## src/crp_pkg.sv

```systemverilog
`default_nettype none
package crp_pkg;
   localparam int ADDR_W = 16;
   localparam int BANK_W = 3;
   localparam int STROBE_W = 3;
   localparam int RANK_W = 4;
   localparam int PAIR_W = 2;
   localparam int CKE_W = 2;
   localparam int ODT_W = 2;
   // queued command word: rank selects, strobes, bank, address
   localparam int CMD_W = RANK_W + STROBE_W + BANK_W + ADDR_W;
   localparam int FIFO_DEPTH = 32;
   localparam logic [RANK_W-1:0] RANK_IDLE_N = 4'hf;
   localparam logic [PAIR_W-1:0] PAIR_IDLE_N = 2'h3;
   localparam logic FAULT_IDLE_N = 1'h1;
   localparam logic OE_OFF_N = 1'h1;
   localparam logic OE_ON_N = 1'h0;
   localparam logic OD_LOW = 1'h0;

   typedef enum logic [0:0] {
      CRP_ST_RESET = 1'b0,
      CRP_ST_RUN = 1'b1
   } crp_state_t;
endpackage
`default_nettype wire
```

## src/crp_cmd_register.sv

```systemverilog
`timescale 1ns/10ps
`default_nettype none

// command fifo: valid/ready on both sides, drain may stall
module crp_fifo #(
   parameter int W = 26,
   parameter int DEPTH = 32
) (
   input wire logic sys_clk_i,
   input wire logic reset_i,
   input wire logic in_valid_i,
   output logic in_ready_o,
   input wire logic [W-1:0] in_data_i,
   output logic out_valid_o,
   input wire logic out_ready_i,
   output logic [W-1:0] out_data_o
);
   localparam int AW = $clog2(DEPTH);
   localparam logic [AW:0] FULL_CNT = (AW+1)'(DEPTH);

   typedef struct packed {
      logic [DEPTH-1:0][W-1:0] mem;
      logic [AW-1:0] wr;
      logic [AW-1:0] rd;
      logic [AW:0] cnt;
   } crp_fifo_st_t;

   crp_fifo_st_t q;
   crp_fifo_st_t d;
   logic push;
   logic pop;

   always_comb begin
      in_ready_o = (q.cnt != FULL_CNT);
      out_valid_o = (q.cnt != '0);
      out_data_o = q.mem[q.rd];
      push = in_valid_i && in_ready_o;
      pop = out_valid_o && out_ready_i;
      d = q;
      if (push) begin
         d.mem[q.wr] = in_data_i;
         d.wr = q.wr + 1'b1;
      end
      if (pop) begin
         d.rd = q.rd + 1'b1;
      end
      if (push && !pop) begin
         d.cnt = q.cnt + 1'b1;
      end else if (pop && !push) begin
         d.cnt = q.cnt - 1'b1;
      end
   end

   always_ff @(posedge sys_clk_i) begin
      if (reset_i) begin
         q <= '0;
      end else begin
         q <= d;
      end
   end
endmodule // crp_fifo

// Function
// - strap high: two rank-select inputs, each output copied to left and right side.
// - strap low: four rank-select inputs drive four single-copy rank-select outputs.
// - all command, address and control inputs captured on the clock rising edge.
// - captured command forwarded only when exactly one rank select is low.
// - parity is even over module-independent inputs plus parity bit.
// - mismatch of parity against address, bank and strobes pulls fault output low when exactly one rank select is low.
// - clock-enable, termination and rank-select inputs excluded from parity.
// - reset clears registers, disables outputs including fault, holds clock-enable outputs low.
// - path is 28 duplicated bits, or 26 duplicated plus 4 single in quad mode.
module crp_cmd_register (
   input wire logic sys_clk_i,
   input wire logic reset_i,
   input wire logic quad_rank_strap_n_i,
   input wire logic [crp_pkg::ADDR_W-1:0] addr_in_i,
   input wire logic [crp_pkg::BANK_W-1:0] bank_sel_in_i,
   input wire logic row_strobe_in_i,
   input wire logic col_strobe_in_i,
   input wire logic write_en_in_i,
   input wire logic [crp_pkg::CKE_W-1:0] clk_en_in_i,
   input wire logic [crp_pkg::ODT_W-1:0] term_ctrl_in_i,
   input wire logic [crp_pkg::RANK_W-1:0] rank_select_in_n_i,
   input wire logic parity_bit_in_i,
   input wire logic out_stall_i,
   output logic [crp_pkg::ADDR_W-1:0] addr_out_left_o,
   output logic [crp_pkg::ADDR_W-1:0] addr_out_right_o,
   output logic [crp_pkg::BANK_W-1:0] bank_sel_out_left_o,
   output logic [crp_pkg::BANK_W-1:0] bank_sel_out_right_o,
   output logic [crp_pkg::STROBE_W-1:0] strobe_out_left_o,
   output logic [crp_pkg::STROBE_W-1:0] strobe_out_right_o,
   output logic [crp_pkg::CKE_W-1:0] clk_en_out_left_o,
   output logic [crp_pkg::CKE_W-1:0] clk_en_out_right_o,
   output logic [crp_pkg::ODT_W-1:0] term_ctrl_out_left_o,
   output logic [crp_pkg::ODT_W-1:0] term_ctrl_out_right_o,
   output logic [crp_pkg::PAIR_W-1:0] rank_select_out_left_n_o,
   output logic [crp_pkg::PAIR_W-1:0] rank_select_out_right_n_o,
   output logic [crp_pkg::RANK_W-1:0] rank_select_out_n_o,
   output logic cmd_out_oe_n_o,
   output logic parity_fault_n_o,
   output logic parity_fault_oe_n_o,
   output logic cmd_accept_o
);
   typedef struct packed {
      crp_pkg::crp_state_t st;
      logic quad;
      logic [crp_pkg::ADDR_W-1:0] a;
      logic [crp_pkg::BANK_W-1:0] ba;
      logic [crp_pkg::STROBE_W-1:0] strb;
      logic [crp_pkg::CKE_W-1:0] cke;
      logic [crp_pkg::ODT_W-1:0] odt;
      logic [crp_pkg::RANK_W-1:0] cs;
      logic par;
      logic [crp_pkg::ADDR_W-1:0] oa;
      logic [crp_pkg::BANK_W-1:0] oba;
      logic [crp_pkg::STROBE_W-1:0] ostrb;
      logic [crp_pkg::CKE_W-1:0] ocke;
      logic [crp_pkg::ODT_W-1:0] oodt;
      logic [crp_pkg::PAIR_W-1:0] ocs_l;
      logic [crp_pkg::PAIR_W-1:0] ocs_r;
      logic [crp_pkg::RANK_W-1:0] ocs_quad;
      logic oe_n;
      logic fault_n;
      logic accept;
   } crp_st_t;

   crp_st_t q;
   crp_st_t d;
   logic sel;
   logic odd;
   logic [crp_pkg::RANK_W-1:0] cs_eff;
   logic [crp_pkg::CMD_W-1:0] push_word;
   logic fifo_ready;
   logic fifo_valid;
   logic [crp_pkg::CMD_W-1:0] pop_word;

   // true when exactly one active rank select is low; upper pair ignored in dual mode
   function automatic logic one_low(input logic [crp_pkg::RANK_W-1:0] cs, input logic quad);
      logic [crp_pkg::RANK_W-1:0] act;
      act = ~cs;
      if (!quad) begin
         act[3:2] = 2'h0;
      end
      return (act != 4'h0) && ((act & (act - 4'h1)) == 4'h0);
   endfunction

   crp_fifo #(
      .W(crp_pkg::CMD_W),
      .DEPTH(crp_pkg::FIFO_DEPTH)
   ) u_fifo (
      .sys_clk_i(sys_clk_i),
      .reset_i(reset_i),
      .in_valid_i(sel),
      .in_ready_o(fifo_ready),
      .in_data_i(push_word),
      .out_valid_o(fifo_valid),
      .out_ready_i(!out_stall_i),
      .out_data_o(pop_word)
   );

   always_comb begin
      sel = one_low(q.cs, q.quad);
      odd = ^{q.a, q.ba, q.strb, q.par};
      cs_eff = q.cs;
      if (!q.quad) begin
         cs_eff[3:2] = crp_pkg::PAIR_IDLE_N;
      end
      push_word = {cs_eff, q.strb, q.ba, q.a};
      d = q;
      // capture every command, address and control input on the rising edge
      d.a = addr_in_i;
      d.ba = bank_sel_in_i;
      d.strb = {row_strobe_in_i, col_strobe_in_i, write_en_in_i};
      d.cke = clk_en_in_i;
      d.odt = term_ctrl_in_i;
      d.cs = rank_select_in_n_i;
      d.par = parity_bit_in_i;
      case (q.st)
         crp_pkg::CRP_ST_RESET: begin
            // strap sampled once on the first edge after reset
            d.quad = !quad_rank_strap_n_i;
            d.st = crp_pkg::CRP_ST_RUN;
         end
         default: begin
            d.quad = q.quad;
         end
      endcase
      d.oe_n = crp_pkg::OE_ON_N;
      d.fault_n = !(sel && odd);
      d.accept = fifo_ready;
      d.ocke = q.cke;
      d.oodt = q.odt;
      d.ocs_l = crp_pkg::PAIR_IDLE_N;
      d.ocs_r = crp_pkg::PAIR_IDLE_N;
      d.ocs_quad = crp_pkg::RANK_IDLE_N;
      if (fifo_valid && !out_stall_i) begin
         {d.ostrb, d.oba, d.oa} = pop_word[crp_pkg::CMD_W-crp_pkg::RANK_W-1:0];
         if (q.quad) begin
            d.ocs_quad = pop_word[crp_pkg::CMD_W-1 -: crp_pkg::RANK_W];
         end else begin
            d.ocs_l = pop_word[crp_pkg::CMD_W-3 -: crp_pkg::PAIR_W];
            d.ocs_r = pop_word[crp_pkg::CMD_W-3 -: crp_pkg::PAIR_W];
         end
      end
   end

   always_ff @(posedge sys_clk_i) begin
      if (reset_i) begin
         q <= '0;
         q.cs <= crp_pkg::RANK_IDLE_N;
         q.ocs_l <= crp_pkg::PAIR_IDLE_N;
         q.ocs_r <= crp_pkg::PAIR_IDLE_N;
         q.ocs_quad <= crp_pkg::RANK_IDLE_N;
         q.oe_n <= crp_pkg::OE_OFF_N;
         q.fault_n <= crp_pkg::FAULT_IDLE_N;
      end else begin
         q <= d;
      end
   end

   always_comb begin
      addr_out_left_o = q.oa;
      addr_out_right_o = q.oa;
      bank_sel_out_left_o = q.oba;
      bank_sel_out_right_o = q.oba;
      strobe_out_left_o = q.ostrb;
      strobe_out_right_o = q.ostrb;
      clk_en_out_left_o = q.ocke;
      clk_en_out_right_o = q.ocke;
      term_ctrl_out_left_o = q.oodt;
      term_ctrl_out_right_o = q.oodt;
      rank_select_out_left_n_o = q.ocs_l;
      rank_select_out_right_n_o = q.ocs_r;
      rank_select_out_n_o = q.ocs_quad;
      cmd_out_oe_n_o = q.oe_n;
      parity_fault_n_o = crp_pkg::OD_LOW;
      parity_fault_oe_n_o = q.fault_n;
      cmd_accept_o = q.accept;
   end
endmodule // crp_cmd_register
`default_nettype wire

```

## config.mk

```make
export PLATFORM = sky130hd
export DESIGN_NAME = crp_cmd_register
export DESIGN_NICKNAME = d
export VERILOG_FILES = /design/src/crp_pkg.sv /design/src/crp_cmd_register.sv
export SDC_FILE = /design/constraint.sdc
export NUM_CORES = 2
export LEC_CHECK = 0
export ABC_AREA = 1
export ABC_CLOCK_PERIOD_IN_PS = 6220
export BUFFER_PORTS_ARGS = -buffer_cell sky130_fd_sc_hd__buf_4
export CAP_MARGIN = 20
export CORE_UTILIZATION = 45
export DETAILED_ROUTE_END_ITERATION = 8
export GPL_TIMING_DRIVEN = 0
export PLACE_DENSITY = 0.58
export SETUP_SLACK_MARGIN = 0.3
export SLEW_MARGIN = 0
export SYNTH_ARGS = -nofsm -noshare
export SYNTH_HDL_FRONTEND = slang
export SYNTH_SLANG_ARGS = --single-unit
```

## constraint.sdc

```tcl
create_clock -name sys_clk_i -period 6.22 [get_ports sys_clk_i]
set_clock_uncertainty 0.05 [all_clocks]
set_input_delay 1.244 -clock sys_clk_i [delete_from_list [all_inputs] [get_ports sys_clk_i]]
set_output_delay 1.244 -clock sys_clk_i [all_outputs]
set_load 0.05 [all_outputs]
```

## After elaboration in Yosys (flattened, before gate mapping)

Index checks and enable logic that the tools add are counted.

- Add/sub/neg operators: 5
- Magnitude comparators: 3
- Equality and inequality tests: 1
- Muxes and demuxes: 15
- Bitwise gates (word level): 4
- Reduce and logical (&&, ||, !) cells: 19

Operator list:

| operator | number |
|---|---|
| $bwmux 832 | 1 |
| $bmux 26 s5 | 1 |
| $demux 26 s5 | 1 |
| $mux 70 | 1 |
| $mux 26 | 2 |
| $reduce_xor 23->1 | 1 |
| $mux 22 | 1 |
| $lt 5x6->1 const B | 2 |
| $mux 6 | 2 |
| $add 5x1->5 const B | 2 |
| $mux 4 | 2 |
| $mux 8 | 1 |
| $logic_and 1x1->1 | 7 |
| $add 6x1->6 const B | 1 |
| $ne 6x6->1 const B | 1 |
| $reduce_bool 6->1 | 1 |
| $reduce_or 3->1 | 2 |
| $sub 6x1->6 const B | 1 |
| $ge 5x1->1 const B | 1 |
| $logic_not 1->1 | 5 |
| $and 4x4->4 | 1 |
| $logic_not 4->1 | 1 |
| $mux 2 | 2 |
| $not 4->4 | 1 |
| 5 further kinds | 6 |

- Flip-flop bits (word level): 916
- Input port bits: 35
- Output and inout bits: 64

## Longest topological paths before layout

- Word-level depth: 11
- Mapped depth: 21
- Mapped depth without buffers: 18

## Cells and area by module

Synthesis repeated with hierarchy kept, for this count alone.

- Cells, all modules: 7837
- Area, all modules: 47653.2 um^2

Modules (own cells, without submodules):

| module | instances | cells each | area each (um^2) | sequential area each (um^2) |
|---|---|---|---|---|
| crp_fifo | 1 | 7399 | 44576.5 | 16976.3 |
| crp_cmd_register | 1 | 438 | 3076.7 | 1361.3 |

## Worst setup path before layout

Ideal clock, no wire load.

- Kind: input -> register
- Start: input port out_stall_i
- End: register u_fifo.q[3] (netlist bit)
- Setup time: 0.115 ns
- Arrival: 2.949 ns
- Path slack: 3.105 ns
- Cell stages on the path: 11
- Buffers on the path: 1
- Path through: inv_1 -> nand2_1 -> clkbuf_1 -> ha_1 -> inv_1 -> ha_1 -> a21oi_1 -> nand2_1 -> xor2_1 -> o21ai_0 -> inv_1

- Word-level cells in the longest chain between the ends: 5
- Elaborated cells between the ends (all ways): 7
- Those cells by class: 1 x mux; 6 x reduce/logical

Ends and longest elaborated chain:

| element | line | RTL |
|---|---|---|
| from (decl) | crp_cmd_register.sv:86 | `input wire logic out_stall_i,` |
| $logic_not 1->1 * | crp_cmd_register.sv:158 | `.out_ready_i(!out_stall_i),` |
| $logic_and 1x1->1 * | crp_cmd_register.sv:38 | `pop = out_valid_o && out_ready_i;` |
| $logic_not 1->1 | crp_cmd_register.sv:47 | `if (push && !pop) begin` |
| $logic_and 1x1->1 | crp_cmd_register.sv:47 |  |
| $mux 6 or $reduce_bool 2->1 (tied branches) | -- |  |
| to (signal assigned) | crp_cmd_register.sv:56 | `q <= '0;` |
| to (signal assigned) | crp_cmd_register.sv:58 | `q <= d;` |
| to (decl) | crp_cmd_register.sv:28 | `crp_fifo_st_t q;` |

Mark *: on every way between the ends. The rest lies on a longest branch, timed or not.
A chain may end at the register's enable or synchronous reset.

## Worst setup path in the final report

- Start: register q, in the netlist cs_eff[1]
- End: register u_fifo.q[3] (netlist bit)

- Word-level cells in the longest chain between the ends: 9
- Elaborated cells between the ends (all ways): 12
- Those cells by class: 1 x add/sub; 1 x mux; 2 x bitwise; 8 x reduce/logical

Ends and longest elaborated chain:

| element | line | RTL |
|---|---|---|
| from (decl) | crp_cmd_register.sv:128 | `crp_st_t q;` |
| $not 4->4 * | crp_cmd_register.sv:141 | `act = ~cs;` |
| $sub 4x1->4 | crp_cmd_register.sv:145 | `return (act != 4'h0) && ((act & (act - 4'h1)) == 4'h0);` |
| $and 4x4->4 | crp_cmd_register.sv:145 |  |
| $logic_not 4->1 | crp_cmd_register.sv:145 |  |
| $logic_and 1x1->1 * | crp_cmd_register.sv:145 |  |
| $logic_and 1x1->1 * | crp_cmd_register.sv:37 | `push = in_valid_i && in_ready_o;` |
| via u_fifo.push | crp_cmd_register.sv:30 | `logic push;` |
| $logic_not 1->1 | crp_cmd_register.sv:49 | `end else if (pop && !push) begin` |
| $logic_and 1x1->1 | crp_cmd_register.sv:49 |  |
| $reduce_bool 2->1 (no line) | -- |  |

The timed path passes the listed nets; every way through them passes the cells marked *.

==> flow_metrics.py <==
metrics = {
    "pwr": {
        "ir_drop_v": 0.000270,
        "power.density_nw_per_um2": 367,
        "power_leakage_uw": 0.0173,
        "power_frac_comb_pct": 31.1,
        "p_int_uw": 11100,
        "p_sw_uw": 7230,
        "pwr-share-clk_pct": 35.9,
        "netSwitchingFraction_pct": 39.5,
        "seq_power_share_pct": 33.0,
    },
    "timing": {
        "fmax_ghz": 0.199,
        "tns_ns": 0,
        "whs_ns": 0.352,
        "setup_violations": 0,
        "finalCriticalPeriod_ns": 5.03,
        "finalMaxSlewViolations": 0,
        "rsz0062_at_grt": "no",
        "final.period_utilization_pct": 80.9,
        "finalHoldViolCount": 0,
        "slew_headroom_pct": 9.58,
        "worstMarginPinSlew_ns": 1.36,
    },
    "grt": {
        "grt_overflow": 0,
        "grt_antenna_before_repair": 17,
        "grt_max_degree": 15,
        "grt_first_pass_wirelength_microns": 311000,
        "grt_pass1_vias": 42633,
        "track_usage_pct": 44.5,
    },
    "synth": {
        "netlist_instances": 6640,
        "synth_cell_types": 34,
        "ys_top_cells_by_area": "dfxtp_1 (42%), nand3_1 (15%), nand2_1 (15%)",
        "ys_warn_count": 0,
        "yosysTopAreaCell": "dfxtp_1",
        "synth_top_area_share_pct": 42.1,
        "syn_area_sq_um": 43500,
        "synthArstFlopShare_pct": 0,
        "yosysMostFrequentCell": "nand2_1",
        "synth_edf_count": 0,
        "synth.top_cells.by_count": "nand2_1 (1709), nand3_1 (1342), a21oi_1 (934)",
        "synth_seq_cells": 916,
        "synth_seq_area_share_pct": 42.1,
        "avgSynthCellArea_sq_um": 6.56,
        "synth_flop_cell": "dfxtp_1",
        "syn-num-nets": 6687,
    },
    "route": {
        "vias": 48951,
        "first_iter_violations": 7953,
        "drtPass1Iterations": 8,
        "totalWireLength_microns": 226000,
        "drc": 0,
        "via_per_inst": 5.95,
        "drt-wirelength-per-cell_microns": 27.5,
        "postRouteAntennaNets": 0,
    },
    "finish": {
        "area_growth_pct": 14.7,
        "fill_cells": 10172,
        "drive_above_1_share_pct": 6.78,
        "seqCellArea_sq_um": 18300,
        "multi_input_area_sq_um": 20500,
        "nets": 6920,
    },
    "clock_network": {
        "hold_buffers": 0,
        "cts_tree": "yes",
        "cts_sinks": 916,
        "clk_pin_slew_ns": 0.06,
        "insertion_delay_ns": 0.73,
        "cts_buffers": 103,
        "post_cts_resize_count": 0,
        "cts_setup_buffers": 0,
        "cts_root_buf": "clkbuf_16",
        "clock_path_buffers": 3,
        "cts_max_level": 3,
    },
    "worst_setup_path": {
        "slowest_stage": "clkbuf_1",
        "crit_fanout": 10,
        "start_kind": "register",
        "end_kind": "register",
        "crit_type": "reg -> reg",
        "critPathArrivalTime_ns": 5.58,
        "path_cells": "clkbuf_1 -> nand2_1 -> inv_1 -> nand2_1 -> o21ai_2 -> nand2_2 -> inv_2 -> buf_4 -> buf_2 -> ha_1 -> inv_1 -> ha_1 -> a21oi_1 -> nand2_1 -> xor2_1 -> o21ai_0 -> inv_1",
        "slowest_delay_ns": 0.88,
        "cp.required_ns": 6.77,
    },
    "placement": {
        "gp_congestion": 1.11,
        "dp_hpwl_microns": 169000,
        "portBuffers": 97,
    },
    "job": {
        "drv_cap": 0,
    },
    "outcome": {
        "status": "complete, no violations",
    },
    "floorplanning": {
        "ios": 99,
        "die_h_microns": 313,
        "core_sq_um": 95400,
        "rows": 113,
        "die_w_microns": 313,
        "start_util_pct": 45.6,
        "die_area_sq_um": 98000,
    },
    "hold_path": {
        "worst_hold_path_type": "reg -> reg",
    },
}
==> sequential cells by signal, indices dropped and copies added (netlist names) <==
register                   count
addr_out_left_o               16
bank_sel_out_left_o            3
cs_eff                         2
q                              5
d                              4
rank_select_out_right_n_o      2
push_word                     22
u_fifo.q                     848
term_ctrl_out_left_o           2
rank_select_out_n_o            4
cmd_out_oe_n_o                 1
cmd_accept_o                   1
clk_en_out_left_o              2
strobe_out_left_o              3
parity_fault_oe_n_o            1
==> critical path: cells and delay by family, from the launching register on <==
kind	cells	cell delay [ns]
flops	1	0.30
xor+xnor	1	0.15
compound gates	3	0.84
buf+inv	7	2.34
simple gates	4	0.52
fa+ha+maj	2	0.69
==> worst paths after layout <==
| path | from | to | slack [ns] | cells past startpoint |
|---|---|---|---|---|
| worst max-delay path | cs_eff[1] | u_fifo.q[3] | 1.19 | 17 |
| worst min-delay path | d[13] | clk_en_out_left_o[0] | 0.35 | 2 |
| worst max register to register | cs_eff[1] | u_fifo.q[3] | 1.19 | 17 |
| worst min register to register | d[13] | clk_en_out_left_o[0] | 0.35 | 2 |
==> cells in the final DEF (no fill, tap or decap), types with 2 or more instances in the layout <==
cell type   netlist  routed
clkinvlp_4        0       2
buf_8             0      27
inv_1           482     482
inv_2            11      11
buf_16            0       3
clkbuf_1        465     486
xor2_1            8       8
o21ai_0          88      88
or2_2             4       4
a21oi_1         934     934
buf_6             1       2
xnor2_1          16      16
diode_2           0       8
clkinv_2          0      21
nor3_1            5       5
o31ai_1           2       2
buf_2            83      84
clkbuf_8          0      25
nor2_1          412     412
ha_1             11      11
buf_1            43      42
dfxtp_1         916     916
clkinv_8          0       4
nand4_1           4       4
nand2b_1          2       2
o211ai_1         13      13
nand2_1        1709    1709
bufinv_16         0      12
clkbuf_16         0     103
nand3_1        1342    1342
buf_4            72     169
o22ai_1           6       6
inv_6             0       3
==> per-stage QoR <==
stage,setup slack (ns),cells,power (uW),utilization (%),instance area (sq um)
6_report,1.19,8232,18300,52.3,49900
5_1_grt,1.07,8224,18600,52.3,49900
4_1_cts,1.47,8218,17900,52.2,49800
3_5_place_dp,1.50,8027,11500,48.5,46300
3_3_place_gp,1.52,8002,11400,48.0,45800
2_1_floorplan,3.11,6640,8970,-,43500
==> power groups by stage <==
stage	combinational [uW]	clock, uW	sequential [uW]
after global routing	5760	6790	6050
after global placement	5220	0	6170
after detailed placement	5330	0	6170
after CTS	5350	6560	6040
after floorplan	2810	0	6160
final	5690	6580	6040
==> layout make-up <==
| type | instances | area share (%) |
|---|---|---|
| Inverter | 494 | 3.71 |
| Clock buffer | 149 | 6.01 |
| Sequential cell | 916 | 36.7 |
| Antenna cell | 8 | 0.0401 |
| Multi-Input combinational cell | 4566 | 41.0 |
| Tap cell | 1265 | 3.17 |
| Clock inverter | 42 | 1.15 |
| Timing Repair Buffer | 128 | 2.46 |
| Buffer | 664 | 5.76 |
==> logic make-up (layout without fill, tap and decap cells) <==
| family | count (synthesis) | count (layout) | share of synthesized area, % |
|---|---|---|---|
| DFF | 916 | 916 | 42.1 |
| and+or+nand+nor | 3483 | 3483 | 34.0 |
| adders and majority gates | 12 | 12 | 0.362 |
| AOI/OAI and AO/OA | 1046 | 1046 | 12.2 |
| xor gates and xnor gates | 24 | 24 | 0.483 |
| buffers and inverters | 1158 | 1477 | 10.9 |
| other | 1 | 9 | 0.00862 |
==> per-layer routing <==
layer  wire length (microns)  up-vias  share of wire [%]  GRT usage (%)
li1                        -    21910                  -              -
met1                   90000    23245                 40           59.3
met2                   92600     3184                 41           64.1
met3                   29000      598                 13           13.2
met4                   14400       14                6.4           24.8
met5                     101        -              0.045              0
Note: power is estimated with default switching activity, not from simulation.
